## src/drrl_pkg.sv

```systemverilog
// Package with the constants, register map and types of the drive reset request logic.
package drrl_pkg;

    // ========================================================================
    // Register port, terminal and selector widths.
    // ========================================================================
    localparam int ADDR_W = 4;  // Word address width of the register port.
    localparam int DATA_W = 16;  // Data width of the register port.
    localparam int DIN_W = 4;  // Number of programmable digital input terminals.
    localparam int SEL_W = 2;  // Width of the digital input route selector.

    // ========================================================================
    // Register offsets (word addresses).
    // ========================================================================
    localparam logic [ADDR_W-1:0] OFS_CTRL = 4'h0;  // Key and sequencing configuration.
    localparam logic [ADDR_W-1:0] OFS_RST_PARAM = 4'h1;  // Reset request parameter.
    localparam logic [ADDR_W-1:0] OFS_DIN_ROUTE = 4'h2;  // Digital input routing.
    localparam logic [ADDR_W-1:0] OFS_USER_TRIP = 4'h3;  // User trip parameter.
    localparam logic [ADDR_W-1:0] OFS_TYPE = 4'h4;  // Drive type, pending write, active read.
    localparam logic [ADDR_W-1:0] OFS_PARAM = 4'h5;  // Reset-dependent parameter.
    localparam logic [ADDR_W-1:0] OFS_STATUS = 4'h6;  // Live drive state.
    localparam logic [ADDR_W-1:0] OFS_IRQ_STAT = 4'h7;  // Sticky event bits, read only.
    localparam logic [ADDR_W-1:0] OFS_IRQ_EN = 4'h8;  // Interrupt enables.
    localparam logic [ADDR_W-1:0] OFS_IRQ_CLR = 4'h9;  // Write one to clear, write only.

    // ========================================================================
    // Field positions.
    // ========================================================================
    localparam int CTRL_STOP_OFF = 0;  // Stop function of the stop/reset key inoperative.
    localparam int CTRL_LATCHING = 1;  // Latching sequencing mode selected.
    localparam int CTRL_AUTO_RST = 2;  // Auto-restart enabled.
    localparam int ROUTE_EN = 4;  // Digital input drives the reset request parameter.
    localparam int ST_TRIPPED = 0;  // Status: drive tripped.
    localparam int ST_RUN_LATCH = 1;  // Status: run latch set.
    localparam int ST_RUNNING = 2;  // Status: motor running.
    localparam int IRQ_W = 3;  // Number of interrupt events.
    localparam int EV_RESET = 0;  // Event: a drive reset was performed.
    localparam int EV_TRIP = 1;  // Event: the drive tripped.
    localparam int EV_LATCH_CLR = 2;  // Event: keypad reset cleared the run latch.

    // ========================================================================
    // Codes and reset values.
    // ========================================================================
    localparam logic [DATA_W-1:0] USER_TRIP_RESET_CODE = 16'h0064;  // Value 100 asks a reset.
    localparam logic [DATA_W-1:0] ZERO_WORD = 16'h0000;  // Reset value of every word.

    // Trip condition of the drive.
    typedef enum logic {
        DRRL_HEALTHY,
        DRRL_TRIPPED
    } drrl_trip_t;

endpackage

```

## src/drrl_sync2.sv

```systemverilog
// Two flip-flop synchroniser for a bundle of pin levels.
module drrl_sync2 #(
    parameter int W = 1
) (
    // Clock and reset.
    input wire logic i_clk,
    input wire logic i_rst_b,
    // Levels.
    input wire logic [W-1:0] i_async,
    output logic [W-1:0] o_sync
);

    // Both stages; the first is read only by the second.
    typedef struct packed {
        logic [W-1:0] meta;
        logic [W-1:0] stable;
    } drrl_sync_t;

    drrl_sync_t s_reg;  // Registered stages.
    drrl_sync_t s_next;  // Next value of the stages.

    // Shift the pin levels through the two stages.
    always_comb begin
        s_next.meta = i_async;
        s_next.stable = s_reg.meta;
    end

    // Registers clear to zero under reset.
    always_ff @(posedge i_clk or negedge i_rst_b) begin
        if (!i_rst_b) begin
            s_reg <= '0;
        end else begin
            s_reg <= s_next;
        end
    end

    assign o_sync = s_reg.stable;

endmodule

```

## src/drrl_rise.sv

```systemverilog
// Rising edge detector giving a one-cycle pulse on each 0 to 1 transition.
module drrl_rise (
    // Clock and reset.
    input wire logic i_clk,
    input wire logic i_rst_b,
    // Level in, pulse out.
    input wire logic i_level,
    output logic o_pulse
);

    // Previous level only.
    typedef struct packed {
        logic prev;
    } drrl_rise_t;

    drrl_rise_t r_reg;  // Registered previous level.
    drrl_rise_t r_next;  // Next previous level.

    // Remember the level so that a steady high gives no new pulse.
    always_comb begin
        r_next.prev = i_level;
    end

    // A high level seen right after reset counts as an edge, which is safe here.
    always_ff @(posedge i_clk or negedge i_rst_b) begin
        if (!i_rst_b) begin
            r_reg <= '0;
        end else begin
            r_reg <= r_next;
        end
    end

    assign o_pulse = i_level & ~r_reg.prev;

endmodule

```

## src/drrl_top.sv

```systemverilog
// Top of the drive reset request logic: request sources, trip, run latch and registers.
//
// Chosen here: the register offsets and the plain strobed port.

module drrl_top (
    // Clock and reset.
    input wire logic I_SYS_CLK,
    input wire logic I_RST_B,
    // Register port.
    input wire logic [drrl_pkg::ADDR_W-1:0] I_ADDR,
    input wire logic [drrl_pkg::DATA_W-1:0] I_WR_DATA,
    input wire logic I_WR,
    input wire logic I_RD,
    output logic [drrl_pkg::DATA_W-1:0] O_RD_DATA,
    // Keypad and terminal pins, asynchronous.
    input wire logic I_STOP_KEY,
    input wire logic I_RUN_KEY,
    input wire logic I_RUN_FWD,
    input wire logic I_RUN_REV,
    input wire logic [drrl_pkg::DIN_W-1:0] I_DIN,
    // Drive core, same clock.
    input wire logic I_TRIP_SET,
    input wire logic I_RUN_LATCH_SET,
    input wire logic I_MOTOR_RUNNING,
    // Drive core commands.
    output logic O_STOP_CMD,
    output logic O_RESET_PULSE,
    output logic O_RESET_FROM_KEYPAD,
    output logic O_COMMIT_PARAMS,
    output logic O_SAVE_START,
    output logic O_AUTO_RESTART,
    output logic O_TRIPPED,
    output logic O_RUN_LATCH,
    output logic [drrl_pkg::DATA_W-1:0] O_DRIVE_TYPE,
    output logic [drrl_pkg::DATA_W-1:0] O_PARAM_ACTIVE,
    // Interrupt.
    output logic O_IRQ
);
    import drrl_pkg::*;

    // ========================================================================
    // State of the block.
    // ========================================================================
    typedef struct packed {
        logic stop_off;  // Stop function of the key inoperative.
        logic latching;  // Latching sequencing mode.
        logic auto_rst;  // Auto-restart enabled.
        logic rst_param;  // Reset request parameter written by software.
        logic route_en;  // Route a terminal to the reset parameter.
        logic [SEL_W-1:0] route_sel;  // Which terminal is routed.
        logic [DATA_W-1:0] type_pend;  // Drive type waiting for a reset.
        logic [DATA_W-1:0] type_act;  // Drive type in effect.
        logic [DATA_W-1:0] par_pend;  // Parameter value waiting for a reset.
        logic [DATA_W-1:0] par_act;  // Parameter value in effect.
        drrl_trip_t trip;  // Trip condition.
        logic run_latch;  // Sequencer run latch.
        logic rst_pulse;  // Merged single-cycle reset pulse.
        logic rst_keypad;  // The pulse came from the keypad.
        logic commit;  // Commit pulse to the parameter store.
        logic save;  // Save start pulse to the nonvolatile store.
        logic restart;  // Automatic restart pulse.
        logic stop_cmd;  // Stop command pulse.
        logic [IRQ_W-1:0] irq_stat;  // Sticky event bits.
        logic [IRQ_W-1:0] irq_en;  // Interrupt enables.
        logic [DATA_W-1:0] rd_data;  // Read data for the cycle after a read.
    } drrl_state_t;

    drrl_state_t st_reg;  // Registered state.
    drrl_state_t st_next;  // Next state.

    // ========================================================================
    // Pin synchronisers and edge detection.
    // ========================================================================
    logic [DIN_W+3:0] pins_sync;  // Synchronised pins.
    logic stop_sync;  // Stop/reset key level.
    logic run_key_sync;  // Run key level.
    logic fwd_sync;  // Run forward input level.
    logic rev_sync;  // Run reverse input level.
    logic [DIN_W-1:0] din_sync;  // Terminal levels.
    logic key_press;  // Stop/reset key pressed this cycle.
    logic param_level;  // Combined reset request parameter level.
    logic param_rise;  // Rising edge of the reset request parameter.

    // All pins share one synchroniser so they stay aligned with each other.
    drrl_sync2 #(
        .W(DIN_W + 4)
    ) u_sync (
        .i_clk(I_SYS_CLK),
        .i_rst_b(I_RST_B),
        .i_async({I_DIN, I_RUN_REV, I_RUN_FWD, I_RUN_KEY, I_STOP_KEY}),
        .o_sync(pins_sync)
    );

    assign stop_sync = pins_sync[0];
    assign run_key_sync = pins_sync[1];
    assign fwd_sync = pins_sync[2];
    assign rev_sync = pins_sync[3];
    assign din_sync = pins_sync[DIN_W+3:4];

    // Key press is a rising edge so holding the key gives one request only.
    drrl_rise u_key_rise (
        .i_clk(I_SYS_CLK),
        .i_rst_b(I_RST_B),
        .i_level(stop_sync),
        .o_pulse(key_press)
    );

    // The routed terminal and the software bit both drive the parameter.
    assign param_level = st_reg.rst_param | (st_reg.route_en & din_sync[st_reg.route_sel]);

    // Only a 0 to 1 transition asks for a reset; a steady high does not repeat.
    drrl_rise u_param_rise (
        .i_clk(I_SYS_CLK),
        .i_rst_b(I_RST_B),
        .i_level(param_level),
        .o_pulse(param_rise)
    );

    // ========================================================================
    // Request decode.
    // ========================================================================
    logic keypad_req;  // Keypad asks for a reset.
    logic serial_req;  // Serial host asks for a reset.
    logic any_req;  // Any source asks for a reset.
    logic latch_qual;  // Keypad reset may clear the run latch.
    logic latch_clr;  // Run latch is cleared by the current reset pulse.
    logic wr_hit;  // Register write strobe.

    // Stopped drive: always reset; running: reset only if stop is off or run is held.
    assign keypad_req = key_press & (~I_MOTOR_RUNNING | st_reg.stop_off | run_key_sync);
    assign wr_hit = I_WR;
    assign serial_req = wr_hit && I_ADDR == OFS_USER_TRIP && I_WR_DATA == USER_TRIP_RESET_CODE;
    assign any_req = keypad_req | param_rise | serial_req;

    // The run latch condition is judged when the pulse acts, with live inputs.
    assign latch_qual = st_reg.trip == DRRL_TRIPPED && st_reg.latching && !fwd_sync
        && !rev_sync && st_reg.auto_rst;
    assign latch_clr = st_reg.rst_pulse & st_reg.rst_keypad & latch_qual;

    // ========================================================================
    // Next state.
    // ========================================================================
    // One process computes every next value; register writes, then hardware effects.
    always_comb begin
        st_next = st_reg;
        // Pulses last one cycle unless raised again below.
        st_next.commit = 1'b0;
        st_next.save = 1'b0;
        st_next.restart = 1'b0;

        // Merge the sources into one pulse and record whether the keypad asked.
        st_next.rst_pulse = any_req;
        st_next.rst_keypad = keypad_req;

        // Stop the drive only when the key stops and the run key is not held.
        st_next.stop_cmd = key_press & I_MOTOR_RUNNING & ~st_reg.stop_off & ~run_key_sync;

        // Software writes.
        if (wr_hit) begin
            unique case (I_ADDR)
                OFS_CTRL: begin
                    st_next.stop_off = I_WR_DATA[CTRL_STOP_OFF];
                    st_next.latching = I_WR_DATA[CTRL_LATCHING];
                    st_next.auto_rst = I_WR_DATA[CTRL_AUTO_RST];
                end
                OFS_RST_PARAM: begin
                    st_next.rst_param = I_WR_DATA[0];
                end
                OFS_DIN_ROUTE: begin
                    st_next.route_sel = I_WR_DATA[SEL_W-1:0];
                    st_next.route_en = I_WR_DATA[ROUTE_EN];
                end
                OFS_TYPE: begin
                    // The new type waits; the active type changes only at reset.
                    st_next.type_pend = I_WR_DATA;
                end
                OFS_PARAM: begin
                    st_next.par_pend = I_WR_DATA;
                end
                OFS_IRQ_EN: begin
                    st_next.irq_en = I_WR_DATA[IRQ_W-1:0];
                end
                OFS_IRQ_CLR: begin
                    st_next.irq_stat = st_reg.irq_stat & ~I_WR_DATA[IRQ_W-1:0];
                end
                default: begin
                    // Unmapped and read-only words ignore writes.
                end
            endcase
        end

        // Effects of the merged reset pulse, allowed whether or not the motor runs.
        if (st_reg.rst_pulse) begin
            st_next.type_act = st_reg.type_pend;
            st_next.par_act = st_reg.par_pend;
            st_next.commit = 1'b1;
            st_next.save = 1'b1;
            st_next.irq_stat[EV_RESET] = 1'b1;
            if (st_reg.trip == DRRL_TRIPPED) begin
                st_next.trip = DRRL_HEALTHY;
                // Restart only if the latch survives this reset.
                st_next.restart = st_reg.auto_rst & st_reg.run_latch & ~latch_clr;
            end
            if (latch_clr) begin
                st_next.run_latch = 1'b0;
                st_next.irq_stat[EV_LATCH_CLR] = 1'b1;
            end
        end

        // A run command after the clear still sets the latch in the same cycle.
        if (I_RUN_LATCH_SET) begin
            st_next.run_latch = 1'b1;
        end

        // A new trip wins over a reset that lands in the same cycle.
        if (I_TRIP_SET) begin
            st_next.trip = DRRL_TRIPPED;
            st_next.restart = 1'b0;
            st_next.irq_stat[EV_TRIP] = 1'b1;
        end

        // Read data for the cycle after the read strobe; unmapped words read zero.
        st_next.rd_data = ZERO_WORD;
        if (I_RD) begin
            unique case (I_ADDR)
                OFS_CTRL: begin
                    st_next.rd_data[CTRL_STOP_OFF] = st_reg.stop_off;
                    st_next.rd_data[CTRL_LATCHING] = st_reg.latching;
                    st_next.rd_data[CTRL_AUTO_RST] = st_reg.auto_rst;
                end
                OFS_RST_PARAM: begin
                    st_next.rd_data[0] = st_reg.rst_param;
                end
                OFS_DIN_ROUTE: begin
                    st_next.rd_data[SEL_W-1:0] = st_reg.route_sel;
                    st_next.rd_data[ROUTE_EN] = st_reg.route_en;
                end
                OFS_TYPE: begin
                    st_next.rd_data = st_reg.type_act;
                end
                OFS_PARAM: begin
                    st_next.rd_data = st_reg.par_act;
                end
                OFS_STATUS: begin
                    st_next.rd_data[ST_TRIPPED] = st_reg.trip == DRRL_TRIPPED;
                    st_next.rd_data[ST_RUN_LATCH] = st_reg.run_latch;
                    st_next.rd_data[ST_RUNNING] = I_MOTOR_RUNNING;
                end
                OFS_IRQ_STAT: begin
                    st_next.rd_data[IRQ_W-1:0] = st_reg.irq_stat;
                end
                OFS_IRQ_EN: begin
                    st_next.rd_data[IRQ_W-1:0] = st_reg.irq_en;
                end
                default: begin
                    // User trip and clear words are write only and read zero.
                end
            endcase
        end
    end

    // ========================================================================
    // State register.
    // ========================================================================
    // Everything clears under reset; the drive starts healthy with no latch.
    always_ff @(posedge I_SYS_CLK or negedge I_RST_B) begin
        if (!I_RST_B) begin
            st_reg <= '0;
        end else begin
            st_reg <= st_next;
        end
    end

    // ========================================================================
    // Outputs.
    // ========================================================================
    assign O_RD_DATA = st_reg.rd_data;
    assign O_STOP_CMD = st_reg.stop_cmd;
    assign O_RESET_PULSE = st_reg.rst_pulse;
    assign O_RESET_FROM_KEYPAD = st_reg.rst_keypad;
    assign O_COMMIT_PARAMS = st_reg.commit;
    assign O_SAVE_START = st_reg.save;
    assign O_AUTO_RESTART = st_reg.restart;
    assign O_TRIPPED = st_reg.trip == DRRL_TRIPPED;
    assign O_RUN_LATCH = st_reg.run_latch;
    assign O_DRIVE_TYPE = st_reg.type_act;
    assign O_PARAM_ACTIVE = st_reg.par_act;
    // Level interrupt, high while any enabled sticky bit is set.
    assign O_IRQ = |(st_reg.irq_stat & st_reg.irq_en);
endmodule

```

## config.mk

```make
export PLATFORM = sky130hd
export DESIGN_NAME = drrl_top
export DESIGN_NICKNAME = d
export VERILOG_FILES = /design/src/drrl_pkg.sv /design/src/drrl_sync2.sv /design/src/drrl_rise.sv /design/src/drrl_top.sv
export SDC_FILE = /design/constraint.sdc
export NUM_CORES = 1
export LEC_CHECK = 0
export BUFFER_PORTS_ARGS = -buffer_cell sky130_fd_sc_hd__buf_2
export CORE_ASPECT_RATIO = 1.25
export CORE_UTILIZATION = 60
export DETAILED_ROUTE_END_ITERATION = 8
export HOLD_SLACK_MARGIN = 0.08
export PLACE_DENSITY = 0.86
export SYNTH_ARGS = -nofsm -noshare
export SYNTH_HDL_FRONTEND = slang
export SYNTH_SLANG_ARGS = --single-unit
```

## constraint.sdc

```tcl
create_clock -name I_SYS_CLK -period 2.3 [get_ports I_SYS_CLK]
set_clock_uncertainty 0.1 [all_clocks]
set_input_delay 0.115 -clock I_SYS_CLK [delete_from_list [all_inputs] [get_ports I_SYS_CLK]]
set_output_delay 0.115 -clock I_SYS_CLK [all_outputs]
set_load 0.02 [all_outputs]
```

# Word level (Yosys, flattened, before mapping)
# Cells that the tools add are included.
# word_totals
input_bits,35
regBits,119
elab_cells,112
out_inout_bits,57
# classes
n_lt_le_gt_ge,1
n_bitwise,25
mux,23
eq_ne,10
reduce_logical,26
# ops
cell,n
one-hot mux 11 bit (2 select lines),1
AND reduction 2 bit,9
equality test 16 x 7 -> 1 bit (second input constant),1
equality test 4 x 3 -> 1 bit (second input constant),4
two-way mux 16 bit,1
nonzero test 2 bit,7
bitwise AND 1 bit,11
two-way mux 1 bit,10
two-way mux 3 bit,3
equality test 4 x 2 -> 1 bit (second input constant),2
equality test 4 bit (second input constant),2
one-hot mux 1 bit (8 select lines),1
one-hot mux 1 bit (7 select lines),1
bitwise AND 3 bit,2
logical AND 1 bit,6
two-way mux 6 bit,1
NOT 1 bit,6
one-hot mux 1 bit (6 select lines),1
bitwise OR 1 bit,5
equality test 4 x 1 -> 1 bit (second input constant),1
zero test 4 bit,1
< comparator 2 x 3 -> 1 bit (second input constant),1
NOT 3 bit,1
one-hot mux 1 bit (3 select lines),1
5 further kinds,6

# Logic depth before layout (Yosys ltp)
# Gate-level depths: netlist (run 1).
# depth
depth_word,10
ltp_mapped,7
mapped_depth_nobuf,4

# By module
# Synthesis (run 1) repeated with hierarchy kept, for this count alone.
# unflattened
cells_unflattened,366
area_unflattened_um2,5002.3
# modules_own_cells
module,cells_each,n_inst,seq_area_each_um2,area_each_um2
drrl_top,346,1,2502.4,4524.3
drrl_sync2,16,1,400.4,400.4
drrl_rise,2,2,25.0,38.8

# Worst setup path after synthesis (run 1)
# No wires, ideal clock.
# synth_path
kind,register to register
start,"register st_reg, in the netlist O_RESET_PULSE"
end,"register st_reg, in the netlist O_DRIVE_TYPE[10]"
path_stages_with_launch,4
slack_ns,0.698
t_required_ns,2.075
setup_ns,0.125
synth_period_minus_slack_ns,1.602
t_arrival_ns,1.378
n_path_buf,2
path_cell_list,dfrtp_1 buf_2 buf_1 mux2_2
# synth_rtl
element,line_no,source
"start, declared",drrl_top.sv:68,drrl_state_t st_reg;
"start signal, assigned",drrl_top.sv:270,st_reg <= st_next;
# No word-level cell between the ends.

==> flow_metrics.tcl, run 1 <==
set metrics [dict create \
    status "finished with violations" \
    violations "design-rule violations" \
    seq_area_mm2 0.00295 \
    largest_reg_flops 45 \
    min_path_type "in2reg" \
    drt_iter0_markers 154 \
    num_vias 3202 \
    yosysTopAreaCell "dfrtp_1" \
    critical_path_required_ps 2590 \
    setup-violations-final 0 \
    multi_input_comb_area_mm2 0.00161 \
    maxSlewViolCount 0 \
    cp_slowest_cell "dlygate4sd3_1" \
    synth_area_leaders "dfrtp_1, mux2_2, buf_4" \
    grt_overflow 0 \
    cpPeakStageDelay_ps 570 \
    syn_to_final_growth_pct 24.3 \
    synth.net_count 403 \
    rsz0062_at_grt "no" \
    cts_resized 0 \
    ys_seq_area_frac 0.584 \
    fp.coreArea_mm2 0.00819 \
    tightest_slew_ps 747 \
    nNetsFinal 498 \
    cts_setup_buffers 0 \
    antenna_found_initial 0 \
    grt_max_degree 38 \
    cp-start-kind "input pin" \
    async_flop_share 1.00 \
    synth.most_common_cell "dfrtp_1" \
    die_h_um 105 \
    clk_latency_ps 520 \
    ir_drop_v 0.000636 \
    synth_cells 368 \
    fmax_mhz 459 \
    cts.clk_slew.worst_paths_ps 60 \
    hp-start "I_RUN_FWD" \
    nFillCells 494 \
    crit_path_max_fanout 16 \
    first_pass_iters 6 \
    placed_area_mm2 0.00523 \
    finalHoldViolCount 0 \
    start_util 0.617 \
    ys_types 43 \
    cts_tree "done" \
    synth.cell_area_mm2 0.00505 \
    critical_path_class "in2reg" \
    synth_enable_flop_cells 0 \
    rows 37 \
    final_cells 573 \
    num_antenna_cells 0 \
    drive_gt1_frac 0.441 \
    grt_use_total 0.265 \
    final_area_mm2 0.00628 \
    path_cells "dlygate4sd3_1 -> buf_2 -> nor2b_2 -> and2_1 -> buf_4 -> a222oi_1 -> a21oi_1 -> dlygate4sd3_1" \
    path_buf_inv 4 \
    synth-main-ff-cell "dfrtp_1" \
    cpLargestDelayFamily "buffers and inverters" \
    dpl.cell_count 499 \
    root_buffer "clkbuf_8" \
    routed_wl_um 10900 \
    fin_crit_sh 0.947 \
    die_x_um 84.1 \
    ys_ff_latch 118 \
    finalWeightedCongestion 0.930 \
    ys_top_cells_by_count "dfrtp_1, mux2_2, buf_4" \
    h-tree-depth 4 \
    grt_pass1_wl_um 17200 \
    tns_ps 0 \
    holdBufCountCts 42 \
    critPathCaptureType "flop" \
    wire_per_inst_um 19.0 \
    syn_area_per_cell_um2 13.7 \
    io_buffers 91 \
    ys_warn_count 0 \
    dp.final_hpwl_um 6710 \
    drc_errors 12 \
    power.density_mw_per_mm2 1170 \
    leakage_nw 3.04 \
    r2r-start "O_TRIPPED" \
    finalCriticalPeriod_ps 2180 \
    synth_top_area_frac 0.584 \
    grt_pass1_vias 3433 \
    vias_per_cell 5.59 \
    clk_path_buf_depth 2 \
    crit_start "I_ADDR[0]" \
    arrival_ps 2470 \
    ios 92 \
    postRouteAntennaNets 0 \
    cpMostUsedCell "dlygate4sd3_1" \
    drv_cap 0 \
    dieArea_mm2 0.00880 \
    relSlewSlack 0.501 \
    numCtsBuffers 17 \
    cts_sinks 118 \
]
-- per-stage QoR --
| step | setup WS (ps) | util | hold slack (ps) | power (mW) |
|---|---|---|---|---|
| 3_5_place_dp | 695 | 0.638 | 78.3 | 4.59 |
| 2_1_floorplan | 698 | - | -281 | 4.36 |
| 6_report | 122 | 0.766 | 134 | 7.34 |
| 3_3_place_gp | 773 | 0.638 | 70.4 | 4.52 |
| 4_1_cts | 195 | 0.766 | 114 | 7.36 |
| 5_1_grt | 32.2 | 0.766 | 125 | 7.61 |
-- worst register-to-register path, stage by stage (launching register included) --
cell           delay [ps]
dfrtp_1               440
a22o_1                250
a222oi_1              300
a21oi_1               120
dlygate4sd3_1         570
-- metal layers --
| metal | track usage | share of wire | vias to the layer above |
|---|---|---|---|
| met2 | 0.456 | 0.52 | 113 |
| met3 | 0.0703 | 0.043 | 33 |
| met5 | 0 | 0 | - |
| met4 | 0.140 | 0.035 | 0 |
| met1 | 0.302 | 0.40 | 1619 |
| li1 | - | - | 1437 |
-- cell usage in the layout, fill, tap and decap left out, types with 3 or more instances in the layout --
master         count
nand2_1           13
clkbuf_8           7
nor2b_1           13
nor4_1             3
clkbuf_16         16
a21oi_1            5
buf_2             90
dlygate4sd3_1     41
a32oi_1            3
a21o_1             4
a222oi_1           3
bufinv_16          3
a22oi_1           12
mux2_2            53
and2_1             4
mux2_1             3
dfrtp_1          118
clkinv_2           4
mux2_4            20
inv_1              6
buf_4              7
nor2_1             9
nand2b_1           3
nand3_1            3
-- area by class of cell --
type	count	area share
repair buffers	140	0.152
clock inverters	8	0.0187
clock buffers	24	0.0797
multi-input cells	180	0.257
inverters	6	0.00359
flip-flops and latches	118	0.470
well taps	97	0.0193
-- worst paths after layout --
path | end | slack (ps) | cells after the start
max in group asynchronous | O_PARAM_ACTIVE[15] | 320 | 4
min in group asynchronous | O_RESET_PULSE | 630 | 4
hold / removal | u_sync.s_next[2] | 130 | 2
setup reg to reg | O_RD_DATA[0] | 400 | 4
hold reg to reg | u_sync.o_sync[7] | 250 | 0
setup / recovery | O_RD_DATA[0] | 120 | 8
-- report_power, final --
group / total, mW / internal, mW / switching, mW / leakage [nW]
registers: 2.99 / 2.58 / 0.412 / 1.45
clock network: 2.69 / 1.81 / 0.874 / 0.307
logic: 1.66 / 0.799 / 0.861 / 1.28
total: 7.34 / 5.19 / 2.15 / 3.04
-- cell families (layout without fill, tap and decap cells) --
kind of cell           Yosys count  in the layout  synth area share
DFF                            118            118             0.584
muxes                           77             77             0.186
buffers and inverters           70            178            0.0968
and+or+nand+nor                 63             63            0.0723
AOI/OAI and AO/OA               40             40            0.0604
Note: power is estimated with default switching activity, not from simulation.
==> inputs of run 2 (changes only) <==
==> constraint.sdc (replaced) <==
create_clock -name I_SYS_CLK -period 2.3 [get_ports I_SYS_CLK]
set_clock_uncertainty 0.1 [all_clocks]
set_input_delay 0.46 -clock I_SYS_CLK [delete_from_list [all_inputs] [get_ports I_SYS_CLK]]
set_output_delay 0.46 -clock I_SYS_CLK [all_outputs]
set_load 0.05 [all_outputs]
==> run 2 against run 1 <==
The flow still finishes with violations (design-rule violations). Critical path depth shrank 5. Via count down 4.2%. Maximum frequency rose by 1.5%.
==> flow_metrics.tcl, run 2 (synthesis results as in run 1) <==
set metrics [dict create \
    drv_cap 0 \
    setup-violations-final 0 \
    start_util 0.617 \
    critical_path_class "reg2out" \
    r2r_end "O_RESET_PULSE" \
    relSlewSlack 0.604 \
    critPathCaptureType "output pin" \
    min_path_type "in2reg" \
    fin_crit_sh 0.933 \
    wire_per_inst_um 19.0 \
    ff2ff_path_depth 4 \
    clk_latency_ps 510 \
    ir_drop_v 0.000686 \
    finalCriticalPeriod_ps 2140 \
    cp-start-kind "flop" \
    postRouteAntennaNets 0 \
    grt_overflow 0 \
    rows 37 \
    antenna_found_initial 0 \
    violations "design-rule violations" \
    cts_sinks 118 \
    die_x_um 84.1 \
    rsz0062_at_grt "no" \
    maxSlewViolCount 0 \
    layout_common_cells "dfrtp_1, buf_2, mux2_2" \
    cts_resized 0 \
    drive_gt1_frac 0.469 \
    hp-start "I_WR_DATA[9]" \
    die_h_um 105 \
    clk_path_buf_depth 2 \
    h-tree-depth 4 \
    finalPower_mw 8.17 \
    critical_path_required_ps 1740 \
    ios 92 \
    numCtsBuffers 17 \
    root_buffer "clkbuf_8" \
    vias_per_cell 5.65 \
    routed_wl_um 10300 \
    leakage_nw 2.93 \
    num_antenna_cells 0 \
    io_buffers 91 \
    status "finished with violations" \
    multi_input_comb_area_mm2 0.00161 \
    syn_to_final_growth_pct 19.1 \
    dp.final_hpwl_um 6740 \
    r2r-start "st_reg[94]" \
    finalWeightedCongestion 0.868 \
    crit_start "st_reg[20]" \
    tightest_slew_ps 586 \
    arrival_ps 1580 \
    dieArea_mm2 0.00880 \
    drc_errors 12 \
    first_pass_iters 7 \
    seq_area_mm2 0.00295 \
    power.density_mw_per_mm2 1360 \
    fp.coreArea_mm2 0.00819 \
    grt_pass1_wl_um 16900 \
    nNetsFinal 468 \
    num_vias 3068 \
    cts_tree "done" \
    nFillCells 512 \
    grt_pass1_vias 3316 \
    grt_max_degree 42 \
    drt_iter0_markers 209 \
    finalHoldViolCount 0 \
    layout_commonest_cell "dfrtp_1" \
    cts.clk_slew.worst_paths_ps 60 \
    crit_path_max_fanout 3 \
    largest_reg_flops 45 \
    worst-r2r-setup-slack_ps 580 \
    cts_setup_buffers 0 \
    critPathCapture "O_IRQ" \
    fmax_mhz 466 \
    tns_ps 0 \
    grt_use_total 0.259 \
]
-- run 2: cell types whose count changed in the layout (fill, tap and decap cells not counted), sizes merged --
cell | previous run | this run
bufinv | 3 | 5
clkbuf | 24 | 20
clkinv | 4 | 5
dlygate4sd3 | 41 | 12
inv | 6 | 7
buf | 99 | 98
-- run 2: layout make-up --
class,count,area share
Tap cell,97,0.0202
Sequential cell,118,0.490
Clock buffer,20,0.0740
Timing Repair Buffer,110,0.111
Inverter,6,0.00374
Clock inverter,12,0.0330
Multi-Input combinational cell,180,0.268
-- run 2: worst min-delay path by stage --
| stage | slack [ps] | to | cells past startpoint |
|---|---|---|---|
| after floorplan | 60 | O_AUTO_RESTART | 0 |
| after global placement | 230 | u_sync.o_sync[6] | 0 |
| after detailed placement | 240 | u_sync.o_sync[6] | 0 |
| after CTS | 100 | st_reg[55] | 2 |
| after global routing | 100 | st_reg[55] | 2 |
| final | 120 | st_reg[55] | 2 |
-- run 2: through the flow --
stage / util / instances / setup slack (ps) / area [um2] / hold WS, ps
after floorplan: - / 368 / 472 / 5050 / 64.4
after global placement: 0.641 / 499 / 436 / 5260 / 233
after detailed placement: 0.641 / 499 / 366 / 5260 / 236
after CTS: 0.735 / 543 / 94.7 / 6020 / 99.1
after global routing: 0.735 / 543 / 11.3 / 6020 / 102
final: 0.735 / 543 / 155 / 6020 / 117
-- run 2: timing repair --
item                                   CTS  global route
setup endpoints to repair                0             1
hold buffers                            12             0
endpoints found under the hold margin   51             0
-- run 2: routing by layer --
layer	track usage	share of wire	vias to the layer above	wire [um]
li1	-	-	1383	-
met1	0.317	0.40	1530	4110
met2	0.431	0.52	133	5380
met3	0.0750	0.059	22	611
met4	0.110	0.021	0	215
met5	0	0	-	0
-- run 2: power by group --
part	switching [mW]	internal [mW]	total (mW)
combinational	1.58	0.773	2.35
clock	0.905	1.93	2.83
sequential	0.407	2.58	2.99
-- run 2: critical path, cell delays in order (launching register included) --
cell      delay [ps]
dfrtp_1          420
a222oi_1         370
inv_1             70
buf_2            210
==> inputs of run 3 (changes only) <==
Settings changed: CTS_CLUSTER_SIZE set to 24, MAX_ROUTING_LAYER set to met4, PLACE_DENSITY 0.86 to 0.89.
==> run 3 against run 2 <==
Combinational power about the same. Critical endpoint is now O_RESET_PULSE. The run still ends with design-rule violations left. Global-route usage shrank 0.33 points. Critical path type unchanged. Sequential power barely moved. Non-clock buffer count grew 1. Largest power group unchanged. First-iteration DRC count down 27%. Cell count grew 0.18%. Sequential share of layout area increased by 0.86 points.
==> flow_metrics.tcl, run 3 (synthesis results as in run 1) <==
set metrics [dict create \
    status "finished with violations" \
    violations "design-rule violations" \
    path_buf_inv 1 \
    cp_slowest_cell "dfrtp_1" \
    routed_wl_um 9850 \
    grt_pass1_wl_um 16300 \
    p_int_mw 4.93 \
    wire_per_inst_um 18.1 \
    finalCriticalPeriod_ps 2180 \
    postRouteAntennaNets 0 \
    num_antenna_cells 0 \
    drive_gt1_frac 0.463 \
    drc_errors 18 \
    cts_resized 0 \
    start_util 0.617 \
    root_buffer "clkbuf_8" \
    grt_max_degree 51 \
    ios 92 \
    tightest_slew_ps 594 \
    antenna_found_initial 0 \
    ir_drop_v 0.000613 \
    r2r_end "O_PARAM_ACTIVE[4]" \
    relSlewSlack 0.604 \
    tns_ps 0 \
    cts.clk_slew.worst_paths_ps 60 \
    min_path_type "in2reg" \
    path_cells "buf_2" \
    drt_iter0_markers 153 \
    r2r-start "O_RESET_PULSE" \
    finalHoldViolCount 0 \
    finalWeightedCongestion 0.839 \
    first_pass_iters 6 \
    leakage_nw 2.88 \
    crit_path_max_fanout 13 \
    h-tree-depth 4 \
    cpPeakStageDelay_ps 720 \
    largest_reg_flops 45 \
    grt_pass1_vias 3199 \
    worst-r2r-setup-slack_ps 660 \
    cts_tree "done" \
    dp.final_hpwl_um 6650 \
    fmax_mhz 459 \
    final_area_mm2 0.00592 \
    num_vias 3055 \
    ff2ff_path_depth 2 \
    whs_path_depth 2 \
    rsz0062_at_grt "no" \
    die_x_um 84.1 \
    comb_power_share 0.299 \
    setup-violations-final 0 \
    grt_use_total 0.256 \
    vias_per_cell 5.62 \
    drv_cap 0 \
    switching_share 0.363 \
    die_h_um 105 \
    power.density_mw_per_mm2 1310 \
    rows 37 \
    cpLargestDelayFamily "flip-flops" \
    cp-start-kind "flop" \
    syn_to_final_growth_pct 17.1 \
    placed_area_mm2 0.00524 \
    cts_sinks 118 \
    critPathCaptureType "output pin" \
    critPathCapture "O_RESET_PULSE" \
    layout_common_cells "dfrtp_1, buf_2, mux2_2" \
    p_clk_frac 0.317 \
    io_buffers 91 \
    fin_crit_sh 0.947 \
    crit_cells 1 \
    power_frac_seq 0.384 \
    grt_overflow 0 \
    critical_path_class "reg2out" \
    fp.coreArea_mm2 0.00819 \
    numCtsBuffers 17 \
    utilization 0.722 \
    layout_commonest_cell "dfrtp_1" \
    arrival_ps 1620 \
    critical_path_required_ps 1740 \
    clk_path_buf_depth 2 \
    nNetsFinal 469 \
    power.switching_mw 2.81 \
    maxSlewViolCount 0 \
    dieArea_mm2 0.00880 \
    clk_latency_ps 520 \
    crit_start "O_RESET_PULSE" \
]
run 3: cell types whose count changed in the layout (fill, tap and decap cells not counted), sizes merged:
| cell | previous run | this run |
|---|---|---|
| clkbuf | 20 | 23 |
| buf | 98 | 99 |
| clkinv | 5 | 6 |
| inv | 7 | 6 |
| bufinv | 5 | 2 |
run 3: layout make-up:
class	count	area, um2
sequential	118	2950
tap	97	121
clock inverter	9	101
fill	545	2280
multi-input combinational	180	1610
clock buffer	23	457
inverter	6	22.5
timing repair buffer	111	651
run 3: worst reg2reg max path, stage by stage, from the launching register on:
cell and delay (ps):
dfrtp_1 720, buf_4 330, mux2_2 370
run 3: how the worst min path moves through the flow:
stage	slack [ps]	endpoint	startpoint
4_1_cts	90	st_reg[49]	I_WR_DATA[3]
2_1_floorplan	60	O_AUTO_RESTART	I_RST_B
3_5_place_dp	230	u_sync.o_sync[7]	u_sync.s_next[7]
5_1_grt	100	st_reg[49]	I_WR_DATA[3]
3_3_place_gp	230	u_sync.o_sync[7]	u_sync.s_next[7]
6_report	110	st_reg[93]	I_WR_DATA[15]
run 3: power groups by stage:
stage / combinational, mW / sequential (mW) / clock (mW)
floorplan: 2.19 / 2.91 / 0
global placement: 2.26 / 2.97 / 0
detailed placement: 2.30 / 2.99 / 0
CTS: 2.33 / 2.97 / 2.50
global route: 2.42 / 3.03 / 2.58
finish: 2.32 / 2.97 / 2.45
run 3: what timing repair did:
action,CTS,global route
hold buffers,12,0
hold endpoints to repair,103,0
endpoints found under the setup margin,0,0
buffers inserted,0,0
run 3: layer usage:
layer | routed length [um] | up-vias | track usage
li1 | - | 1384 | -
met1 | 4130 | 1537 | 0.311
met2 | 5030 | 115 | 0.401
met3 | 535 | 19 | 0.0695
met4 | 162 | 0 | 0.117
met5 | 0 | - | -
run 3: through the flow:
stage | total power, mW | hold slack, ps | std cells | setup slack (ps)
floorplan | 5.10 | 64.4 | 368 | 472
global placement | 5.24 | 233 | 500 | 367
detailed placement | 5.30 | 235 | 500 | 380
CTS | 7.79 | 91.4 | 544 | 116
global route | 8.04 | 103 | 544 | 87.3
finish | 7.74 | 111 | 544 | 123
